## config.mk

```make
export PLATFORM = sky130hd
export DESIGN_NAME = mpc_pin_ctrl
export DESIGN_NICKNAME = d
export VERILOG_FILES = /design/src/common/mpc_pkg.sv /design/src/rtl/mpc_debounce.sv /design/src/rtl/mpc_pin_ctrl.sv
export SDC_FILE = /design/constraint.sdc
export NUM_CORES = 1
export LEC_CHECK = 0
export ABC_CLOCK_PERIOD_IN_PS = 1600
export BUFFER_PORTS_ARGS = -buffer_cell sky130_fd_sc_hd__buf_2
export CAP_MARGIN = 20
export CORE_MARGIN = 3
export CORE_UTILIZATION = 45
export CTS_BUF_LIST = sky130_fd_sc_hd__clkbuf_8
export CTS_CLUSTER_DIAMETER = 200
export DETAILED_ROUTE_END_ITERATION = 8
export HOLD_SLACK_MARGIN = 0.05
export PLACE_DENSITY = 0.71
export SLEW_MARGIN = 20
export SYNTH_ARGS = -nofsm -noshare
export SYNTH_HDL_FRONTEND = slang
export SYNTH_SLANG_ARGS = --single-unit
```

## constraint.sdc

```tcl
create_clock -name core_clk -period 1.6 [get_ports core_clk]
set_input_delay 0.32 -clock core_clk [delete_from_list [all_inputs] [get_ports core_clk]]
set_output_delay 0.32 -clock core_clk [all_outputs]
set_load 0.02 [all_outputs]
```

## src/common/mpc_pkg.sv

```systemverilog
/*
 * Constants, field layout and carrier types for the multipurpose pin
 * and converter power control block.
 * Assumes a single 100 MHz core clock and a 16-bit control-port address.
 */
package mpc_pkg;

    localparam int          NUM_PINS       = 12;
    localparam int          FIELD_W        = 4;
    localparam int          CFG_W          = 24;
    localparam int          REG16_W        = 16;
    localparam int          ADDR_W         = 16;
    localparam int          NUM_AUX_CHAN   = 4;

    // control-port register addresses
    localparam logic [15:0] ADDR_PIN_FUNC_LOW  = 16'h0820;
    localparam logic [15:0] ADDR_PIN_FUNC_HIGH = 16'h0821;
    localparam logic [15:0] ADDR_CONV_POWER    = 16'h0822;
    localparam logic [15:0] ADDR_AUX_ENABLE    = 16'h0824;
    localparam logic [15:0] ADDR_OSC_SHUTDOWN  = 16'h0826;
    localparam logic [15:0] ADDR_DAC_INIT      = 16'h0827;

    // reset values
    localparam logic [23:0] RST_PIN_FUNC   = 24'h000000;
    localparam logic [15:0] RST_REG16      = 16'h0000;

    // writable bits; all others are reserved and read as zero
    localparam logic [15:0] MASK_CONV_POWER = 16'h03EF;
    localparam logic [15:0] MASK_AUX_ENABLE = 16'h8000;
    localparam logic [15:0] MASK_OSC        = 16'h0004;
    localparam logic [15:0] MASK_DAC_INIT   = 16'h0003;

    // field positions
    localparam int          INVERT_BIT       = 3;
    localparam int          SMOOTH_LSB       = 8;
    localparam int          MAIN_ADC_PD_BIT  = 7;
    localparam int          REF_BUF_PD_BIT   = 6;
    localparam int          REF_PD_BIT       = 5;
    localparam int          DAC_PD_LSB       = 0;
    localparam int          AUX_ON_BIT       = 15;
    localparam int          OSC_SHUT_BIT     = 2;
    localparam int          DAC_INIT_LSB     = 0;

    localparam logic [3:0]  AUX_CODE         = 4'hF;
    localparam int          SERIAL_OUT_FIRST = 6;

    // pin carrying each auxiliary converter channel, channel 0 first
    localparam int          AUX_PIN [NUM_AUX_CHAN] = '{9, 2, 3, 8};

    // debounce settling time
    localparam int          CLK_PERIOD_NS    = 10;
    localparam int          DEBOUNCE_TIME_NS = 10000;
    localparam int          DEBOUNCE_CYCLES  =
        (DEBOUNCE_TIME_NS + CLK_PERIOD_NS - 1) / CLK_PERIOD_NS;
    localparam int          DEB_CNT_W        = 10;

    typedef enum logic [2:0] {
        FN_GPIO_IN_DEB = 3'b000,
        FN_GPIO_IN_RAW = 3'b001,
        FN_GPIO_OUT    = 3'b010,
        FN_OPEN_COLL   = 3'b011,
        FN_SERIAL      = 3'b100,
        FN_RSVD5       = 3'b101,
        FN_RSVD6       = 3'b110,
        FN_AUX_OR_NA   = 3'b111
    } mpc_func_t;

    typedef struct packed {
        logic       mainAdcPowerdown;
        logic       refBufferPowerdown;
        logic       referencePowerdown;
        logic [3:0] dacPowerdown;
    } mpc_power_t;

    typedef struct packed {
        logic       auxConverterOn;
        logic [1:0] auxSmoothingSelect;
        logic [3:0] chanActive;
    } mpc_aux_t;

endpackage

```

## src/rtl/mpc_debounce.sv

```systemverilog
/*
 * Single-input debouncer: the output follows the input only after the
 * input has held a new level for the full settling time.
 * Assumes the input is already synchronous to core_clk.
 */
module mpc_debounce
    import mpc_pkg::*;
(
    input  wire logic core_clk,
    input  wire logic rst_n,
    input  wire logic rawIn,
    output logic      stableOut
);

    logic [DEB_CNT_W-1:0] settleCnt;

    always_ff @(posedge core_clk or negedge rst_n)
    begin
        if (!rst_n)
        begin
            settleCnt <= '0;
            stableOut <= 1'b0;
        end
        else if (rawIn == stableOut)
        begin
            settleCnt <= '0;
        end
        else if (settleCnt == DEB_CNT_W'(DEBOUNCE_CYCLES - 1))
        begin
            settleCnt <= '0;
            stableOut <= rawIn;
        end
        else
        begin
            settleCnt <= settleCnt + 1'b1;
        end
    end
endmodule

```

## src/rtl/mpc_pin_ctrl.sv

```systemverilog
/*
 * Multipurpose pin function select and converter power control registers.
 * Assumes the control port presents one access per cycle, synchronous to
 * core_clk, and that pin inputs are already synchronous to core_clk.
 */
// Summary of operation
// - two 24-bit registers, twelve 4-bit pin fields
// - field top bit inverts the pin signal
// - pull-up on for any digital input pin
// - pins 0-5 in low register nibbles
// - pins 6-11 in high register nibbles
// - codes 0-4 select input, output, serial functions
// - codes 8-C are inverted versions of 0-4
// - code 1111 routes pins 2,3,8,9 to auxiliary converter
// - bits 9:8 select auxiliary converter smoothing
// - power register holds converter and reference power-downs
// - bit 15 turns auxiliary converter on
// - bit 2 shuts the crystal oscillator down
// - every pin individually selects its function
// - aux channels 1,2,3,0 on pins 2,3,8,9
module mpc_pin_ctrl
    import mpc_pkg::*;
(
    input  wire logic                core_clk,
    input  wire logic                rst_n,
    input  wire logic [ADDR_W-1:0]   regAddr,
    input  wire logic [CFG_W-1:0]    regWrData,
    input  wire logic                regWrEn,
    input  wire logic                regRdEn,
    output logic      [CFG_W-1:0]    regRdData,
    input  wire logic [NUM_PINS-1:0] pinIn,
    output logic      [NUM_PINS-1:0] pinOut,
    output logic      [NUM_PINS-1:0] pinOe,
    output logic      [NUM_PINS-1:0] pullUpEn,
    input  wire logic [NUM_PINS-1:0] coreGpioOut,
    output logic      [NUM_PINS-1:0] coreGpioIn,
    input  wire logic [NUM_PINS-1:0] serialOutData,
    output logic      [NUM_PINS-1:0] serialInData,
    output logic      [NUM_PINS-1:0] auxRouteEn,
    output mpc_aux_t                 auxCtrl,
    output mpc_power_t               powerCtrl,
    output logic                     oscillatorShutdown,
    output logic      [1:0]          dacInitCode
);

    logic [CFG_W-1:0]          pinFuncLow;
    logic [CFG_W-1:0]          pinFuncHigh;
    logic [REG16_W-1:0]        convPower;
    logic [REG16_W-1:0]        auxEnable;
    logic [REG16_W-1:0]        oscCtrl;
    logic [REG16_W-1:0]        dacInit;
    logic [2*CFG_W-1:0]        allCfg;
    logic [NUM_PINS-1:0]       debounced;
    logic [NUM_PINS-1:0]       next_pinOut;
    logic [NUM_PINS-1:0]       next_pinOe;
    logic [NUM_PINS-1:0]       next_pullUpEn;
    logic [NUM_PINS-1:0]       next_coreGpioIn;
    logic [NUM_PINS-1:0]       next_serialInData;
    logic [NUM_PINS-1:0]       next_auxRouteEn;
    logic [NUM_AUX_CHAN-1:0]   next_chanActive;

    // pin p sits at bits 4p+3:4p of the joined pair
    assign allCfg = {pinFuncHigh, pinFuncLow};

    function automatic logic [3:0] fieldOf(input logic [2*CFG_W-1:0] cfg, input int p);
        return cfg[p*FIELD_W +: FIELD_W];
    endfunction

    function automatic logic hasAux(input int p);
        logic found;
        found = 1'b0;
        for (int c = 0; c < NUM_AUX_CHAN; c++)
        begin
            if (AUX_PIN[c] == p)
            begin
                found = 1'b1;
            end
        end
        return found;
    endfunction

    function automatic logic isDigitalIn(input logic [3:0] code, input int p);
        return (code[2:0] == FN_GPIO_IN_DEB) || (code[2:0] == FN_GPIO_IN_RAW)
            || ((code[2:0] == FN_SERIAL) && (p < SERIAL_OUT_FIRST));
    endfunction

    // control-port writes; reserved bits are never stored
    always_ff @(posedge core_clk or negedge rst_n)
    begin
        if (!rst_n)
        begin
            pinFuncLow  <= RST_PIN_FUNC;
            pinFuncHigh <= RST_PIN_FUNC;
            convPower   <= RST_REG16;
            auxEnable   <= RST_REG16;
            oscCtrl     <= RST_REG16;
            dacInit     <= RST_REG16;
        end
        else if (regWrEn)
        begin
            case (regAddr)
                ADDR_PIN_FUNC_LOW:  pinFuncLow  <= regWrData;
                ADDR_PIN_FUNC_HIGH: pinFuncHigh <= regWrData;
                ADDR_CONV_POWER:    convPower   <= regWrData[15:0] & MASK_CONV_POWER;
                ADDR_AUX_ENABLE:    auxEnable   <= regWrData[15:0] & MASK_AUX_ENABLE;
                ADDR_OSC_SHUTDOWN:  oscCtrl     <= regWrData[15:0] & MASK_OSC;
                ADDR_DAC_INIT:      dacInit     <= regWrData[15:0] & MASK_DAC_INIT;
                default:            ;
            endcase
        end
    end

    // control-port reads; unmapped addresses answer zero
    always_ff @(posedge core_clk or negedge rst_n)
    begin
        if (!rst_n)
        begin
            regRdData <= '0;
        end
        else if (regRdEn)
        begin
            case (regAddr)
                ADDR_PIN_FUNC_LOW:  regRdData <= pinFuncLow;
                ADDR_PIN_FUNC_HIGH: regRdData <= pinFuncHigh;
                ADDR_CONV_POWER:    regRdData <= {8'h00, convPower};
                ADDR_AUX_ENABLE:    regRdData <= {8'h00, auxEnable};
                ADDR_OSC_SHUTDOWN:  regRdData <= {8'h00, oscCtrl};
                ADDR_DAC_INIT:      regRdData <= {8'h00, dacInit};
                default:            regRdData <= '0;
            endcase
        end
    end

    for (genvar g = 0; g < NUM_PINS; g++)
    begin : g_deb
        mpc_debounce u_deb
        (
            .core_clk  (core_clk),
            .rst_n     (rst_n),
            .rawIn     (pinIn[g]),
            .stableOut (debounced[g])
        );
    end

    // per-pin function decode
    always_comb
    begin
        logic [3:0] code;
        logic       inv;
        code              = '0;
        inv               = 1'b0;
        next_pinOut       = '0;
        next_pinOe        = '0;
        next_pullUpEn     = '0;
        next_coreGpioIn   = '0;
        next_serialInData = '0;
        next_auxRouteEn   = '0;
        for (int p = 0; p < NUM_PINS; p++)
        begin
            code = fieldOf(allCfg, p);
            inv  = code[INVERT_BIT];
            next_pullUpEn[p] = isDigitalIn(code, p);
            unique case (mpc_func_t'(code[2:0]))
                FN_GPIO_IN_DEB: next_coreGpioIn[p] = debounced[p] ^ inv;
                FN_GPIO_IN_RAW: next_coreGpioIn[p] = pinIn[p] ^ inv;
                FN_GPIO_OUT:
                begin
                    next_pinOe[p]  = 1'b1;
                    next_pinOut[p] = coreGpioOut[p] ^ inv;
                end
                FN_OPEN_COLL:
                begin
                    next_pinOut[p] = 1'b0;
                    next_pinOe[p]  = ~(coreGpioOut[p] ^ inv);
                end
                FN_SERIAL:
                begin
                    if (p < SERIAL_OUT_FIRST)
                    begin
                        next_serialInData[p] = pinIn[p] ^ inv;
                    end
                    else
                    begin
                        next_pinOe[p]  = 1'b1;
                        next_pinOut[p] = serialOutData[p] ^ inv;
                    end
                end
                FN_RSVD5:       ;
                FN_RSVD6:       ;
                FN_AUX_OR_NA:   next_auxRouteEn[p] = (code == AUX_CODE) && hasAux(p);
            endcase
        end
    end

    always_comb
    begin
        for (int c = 0; c < NUM_AUX_CHAN; c++)
        begin
            next_chanActive[c] = auxEnable[AUX_ON_BIT]
                && (fieldOf(allCfg, AUX_PIN[c]) == AUX_CODE);
        end
    end

    // pin-side outputs
    always_ff @(posedge core_clk or negedge rst_n)
    begin
        if (!rst_n)
        begin
            pinOut       <= '0;
            pinOe        <= '0;
            pullUpEn     <= '0;
            coreGpioIn   <= '0;
            serialInData <= '0;
            auxRouteEn   <= '0;
        end
        else
        begin
            pinOut       <= next_pinOut;
            pinOe        <= next_pinOe;
            pullUpEn     <= next_pullUpEn;
            coreGpioIn   <= next_coreGpioIn;
            serialInData <= next_serialInData;
            auxRouteEn   <= next_auxRouteEn;
        end
    end

    // converter, reference and oscillator controls
    always_ff @(posedge core_clk or negedge rst_n)
    begin
        if (!rst_n)
        begin
            auxCtrl            <= '0;
            powerCtrl          <= '0;
            oscillatorShutdown <= 1'b0;
            dacInitCode        <= 2'h0;
        end
        else
        begin
            auxCtrl.auxConverterOn     <= auxEnable[AUX_ON_BIT];
            auxCtrl.auxSmoothingSelect <= convPower[SMOOTH_LSB +: 2];
            auxCtrl.chanActive         <= next_chanActive;
            powerCtrl.mainAdcPowerdown   <= convPower[MAIN_ADC_PD_BIT];
            powerCtrl.refBufferPowerdown <= convPower[REF_BUF_PD_BIT];
            powerCtrl.referencePowerdown <= convPower[REF_PD_BIT];
            powerCtrl.dacPowerdown       <= convPower[DAC_PD_LSB +: 4];
            oscillatorShutdown <= oscCtrl[OSC_SHUT_BIT];
            dacInitCode        <= dacInit[DAC_INIT_LSB +: 2];
        end
    end
endmodule

```

**After elaboration in Yosys (flattened, before gate mapping)**

Index checks and enable logic that the tools add are counted.
W data, S select, Z words.

- Logic and storage cells: 347
- Input bits: 80
- Flip-flop bits (word level): 292
- Output and inout bits: 113

- Add/subtract/negate cells: 12
- Bitwise operators: 66
- Reductions and logical operators: 62
- Multiplexer cells: 75
- Equal/unequal tests: 86

Operators by type and width:

| kind | count |
|---|---|
| $mux W10 | 24 |
| $pmux W24 S6 | 1 |
| $add A10 B1 Y10 const B | 12 |
| $eq A10 B10 Y1 const B | 12 |
| $eq A16 B12 Y1 const B | 6 |
| $eq A3 B2 Y1 const B | 24 |
| $pmux W1 S2 | 30 |
| $eq A3 B3 Y1 const B | 16 |
| $xor A1 B1 Y1 | 42 |
| $eq A3 B1 Y1 const B | 12 |
| $logic_not A3 Y1 | 12 |
| $reduce_and A2 Y1 | 18 |
| $not A1 Y1 | 24 |
| $mux W1 | 20 |
| $logic_or A1 B1 Y1 | 18 |
| $eq A4 B4 Y1 const B | 4 |
| $eq A1 B1 Y1 | 12 |
| $reduce_or A2 Y1 | 6 |
| $logic_and A1 B1 Y1 | 8 |

**Longest topological paths before layout**

- Word-level depth: 4
- Mapped depth: 7

**By module**

Synthesis repeated with hierarchy kept, for this count alone.

- Cells, all modules: 1146
- Area total of the unflattened synthesis: 13361.6 µm²

Modules (own cells, without submodules):

| module | cells each | times used | area each (µm²) |
|---|---|---|---|
| mpc_debounce | 53 | 12 | 556.8 |
| mpc_pin_ctrl | 510 | 1 | 6680.2 |

**Worst setup path before layout**

OpenSTA, ideal clock, no wires.

- Kind: input -> register
- Start point: input regAddr[13]
- End point: register pinFuncHigh[10]
- Stages: 7
- Setup time: 0.127 ns
- Arrival time: 2.131 ns
- Setup slack: -0.658 ns
- Cell sequence: or4_1 -> buf_2 -> nor4_4 -> and2_1 -> buf_4 -> buf_6 -> mux2_1

- Cells in the longest elaborated chain, start to end: 2

Ends and longest elaborated chain:

| item | RTL line | RTL |
|---|---|---|
| start: declaration | mpc_pin_ctrl.sv:26 | `input wire logic [ADDR_W-1:0] regAddr,` |
| $eq A16 B12 Y1 | mpc_pin_ctrl.sv:101 | `case (regAddr)` |
| $reduce_and A2 Y1 (no source line) | - |  |
| end signal: assignment | mpc_pin_ctrl.sv:103 | `ADDR_PIN_FUNC_HIGH: pinFuncHigh <= regWrData;` |
| end: declaration | mpc_pin_ctrl.sv:47 | `logic [CFG_W-1:0] pinFuncHigh;` |

Every way passes these cells.
A chain may end at the register's enable or synchronous reset.

**Worst setup path after layout**

- Start point: input regAddr[6]
- End point: register pinFuncHigh[12]

The elaborated chain is that of the path after synthesis.

==> run metrics <==
status finished with violations; violations in the final reports setup timing; class of the tightest hold or removal check input port to register; initial standard-cell utilization of the core 45.8%; drt via density approximately 5.0; I/O Pins 193; Filler Cells Inserted 2,322; Synth Area in Adders 1.18%; largest driver fanout on the critical path 12; mux cell area share after synthesis 8.14%; r2r startpoint g_deb[9].u_deb.settleCnt[0]; Vert. Die Dim 174 um; number of antenna violations at the first check in global routing 2; reg-to-reg endpoint g_deb[9].u_deb.stableOut; Die Area between 30,000 and 40,000 um^2; Fmax 614 MHz; setup slack, reg-to-reg roughly 0.050 ns; final period utilization 102%; number of unique standard cell types used by synthesis 47; number of nets still failing antenna checks after routing 0; clock buffer count from CTS 52; wire length after detailed routing between 20 and 30 mm; largest family of logic cells by synthesized area simple AND/OR/NAND/NOR gates; number of enable flip-flop cells after synthesis 0; number of clock sinks ~290; count of buffers inserted at the top-level ports 172; total routing usage reported by global routing 19.3%; source-to-sink clock delay at the later pin of the worst-skew pair 0.57 ns; TritonRoute pass-1 iters 4; simple-gate share of the synthesized area 15.9%; post-synthesis instance total 1,110; most frequent cells in the layout dfrtp_1, buf_2, nor2_1, xnor2_1, xor2_1; overflow left after global routing 0; net total in the final layout 1,506; total number of vias 9,169; Most used DFF post-synth dfrtp_1; end point of the worst hold path pinOe[0]; wire length of the first global-routing pass 47.9 mm; most common cell after layout, fill and taps aside dfrtp_1; final setup skew between 0.015 and 0.02 ns; # Max-Cap Violations 0; FF-to-FF path depth 4; Final Total Pwr 15,900 uW; area added between synthesis and finish 26.8%; number of global-route vias before repair 9,359; IR drop worst, VDD approximately 0.70 mV; final number of hold-violating endpoints 0; die span in x 174 um; Pleak 0.00779 uW; setup repair after global routing missed its margin true; Routed WL per cell roughly 16 um; core utilization of the finished layout 58.1%; worst endpoint required time 2.03 ns; dpl cells 1,697; number of cell rows approximately 60; Cell Area, Synth 12,800 um^2; largest net degree at the start of global routing slightly below 60; CP Data Arrival Time around 2.1 ns; Async SR Flop Fraction 100%; total half-perimeter wirelength after legalization and detailed placement roughly 20 mm; drt initial violations between 500 and 600; Setup TNS -0.439 ns; worst setup path category input port to register; clock transition at the registers of the reported paths 0.06 ns; DRC violation count after routing 0; H-tree level count 2; power per cell area 980 nW/um^2; flop and latch count out of synthesis 292; clock tree from TritonCTS built; largest buffer count on any clock path 3; minimum clock period 1.63 ns; mean post-synth cell area 11.5 um^2; startpoint type of the worst setup path input port; sequential share of the synthesized area roughly 57%; Final Instance Count excl. Fillers 1,830; slack of the critical path -0.0297 ns; sort of element at the end of the critical path register; gp weighted congestion around 0.81; Synth Area in Compound Gates 4.61%; total core area 27,900 um^2; Hold Path Stages 3; final setup fails 24; launch point of the worst hold path coreGpioOut[0]; Synthesis Warnings 0; library cell used as clock root buffer clkbuf_8; Synth Area in XOR/XNOR 9.54%; proportion of layout cells with a drive suffix above 1 28.7%; count of pins over their slew limit 0
-- sequential cells by signal, summed over array words and instances (netlist names) --
register,flops
auxCtrl,7
auxEnable,1
auxRouteEn,4
convPower,9
coreGpioIn,12
dacInit,2
dacInitCode,2
g_deb.u_deb.settleCnt,120
g_deb.u_deb.stableOut,12
oscCtrl,1
oscillatorShutdown,1
pinFuncHigh,24
pinFuncLow,24
pinOe,12
pinOut,12
powerCtrl,7
pullUpEn,12
regRdData,24
serialInData,6
-- layout make-up --
class,count,area (um^2),area share (%)
multi-input cells,744,5230,32.3
clock inverters,30,235,1.45
repair buffers,280,1930,11.9
inverters,44,165,1.02
diodes,1,2.50,0.0155
flip-flops and latches,292,7310,45.2
clock buffers,61,840,5.19
well taps,378,473,2.92
-- through the flow --
step                      worst slack [ns]  instance area [um^2]  hold slack (ns)
after detailed placement            -0.705                 14500            0.214
after global routing               -0.0725                 16200           0.0706
after CTS                         -0.00874                 16000          -0.0145
after global placement              -0.659                 14500            0.215
after floorplan                     -0.607                 12900           0.0244
final                              -0.0297                 16200           0.0834
-- worst max-delay path by stage --
stage	start	depth (start not counted)	slack (ns)	end
3_3_place_gp	regAddr[13]	7	-0.66	dacInit[1]
4_1_cts	regAddr[6]	6	-0.009	pinFuncHigh[20]
2_1_floorplan	regAddr[4]	7	-0.61	pinFuncHigh[10]
3_5_place_dp	regAddr[13]	7	-0.70	dacInit[1]
5_1_grt	regAddr[6]	6	-0.07	pinFuncHigh[7]
6_report	regAddr[6]	6	-0.03	pinFuncHigh[12]
-- synth_stat cells (2+ instances only) --
cell type	count	area [um^2]
nor3_1	32	160
nand2b_1	17	106
a22o_1	2	17.5
and4_1	4	35.0
o21ai_0	3	15.0
or4_1	10	75.1
nor4b_1	6	52.6
a21oi_1	27	135
nand4_1	15	93.8
o22ai_1	30	188
a222oi_1	7	70.1
nand2_1	66	248
nand4b_1	4	35.0
or2_2	2	12.5
or3_1	3	18.8
xnor2_1	76	666
inv_1	44	165
nor4_1	2	12.5
dfrtp_1	292	7310
nand3b_1	9	67.6
nand3_1	28	140
nor4_4	3	63.8
mux2_4	20	300
or4b_1	3	30.0
buf_6	4	45.0
and3_1	26	163
mux2_1	20	225
nor2b_1	2	12.5
mux2_2	34	383
and2_1	15	93.8
mux2i_1	13	130
xor2_1	63	552
nor3b_1	7	52.6
ha_1	12	150
clkbuf_1	19	71.3
nand2_2	2	12.5
o21bai_1	3	22.5
nor2_1	144	541
buf_2	5	25.0
a221oi_1	2	17.5
a22oi_1	14	105
buf_4	15	113
-- layer usage --
metal  track usage, %  up-vias  part of all wire [%]
li1                 -     4379                     -
met1             26.3     4520                    45
met2             30.9      205                    47
met3             3.80       63                   4.6
met4             6.67        2                   2.8
met5                0        -                 0.044
-- critical path, stage by stage --
cell    delay [ns]
buf_6         0.09
or4b_4        0.61
nor4_4        0.29
and2_4        0.24
buf_12        0.18
mux2_1        0.33
-- report_power, final --
part / leakage [uW] / internal [uW] / total, uW / switching (uW)
Sequential: 0.00394 / 7560 / 7680 / 121
Combinational: 0.00324 / 443 / 1030 / 585
Clock: 0.000612 / 4100 / 7150 / 3050
Total: 0.00779 / 12100 / 15900 / 3760
-- repair_timing --
item	4_1_cts	5_1_grt
setup buffers	0	2
hold buffers	36	1
resized for setup	12	32
endpoints found under the hold margin	365	2
gates cloned	1	1
endpoints found under the setup margin	60	117
pin swaps	2	5
-- logic make-up (layout without fill, tap and decap cells) --
logic type	Yosys count	in the layout
other	1	15
multiplexers	87	87
AO/OA/AOI/OAI	90	90
XOR/XNOR	139	139
buffers and inverters	88	415
flip-flops	292	292
AND/OR/NAND/NOR	401	402
adder cells (fa/ha/maj)	12	12
Note: power is estimated with default switching activity, not from simulation.
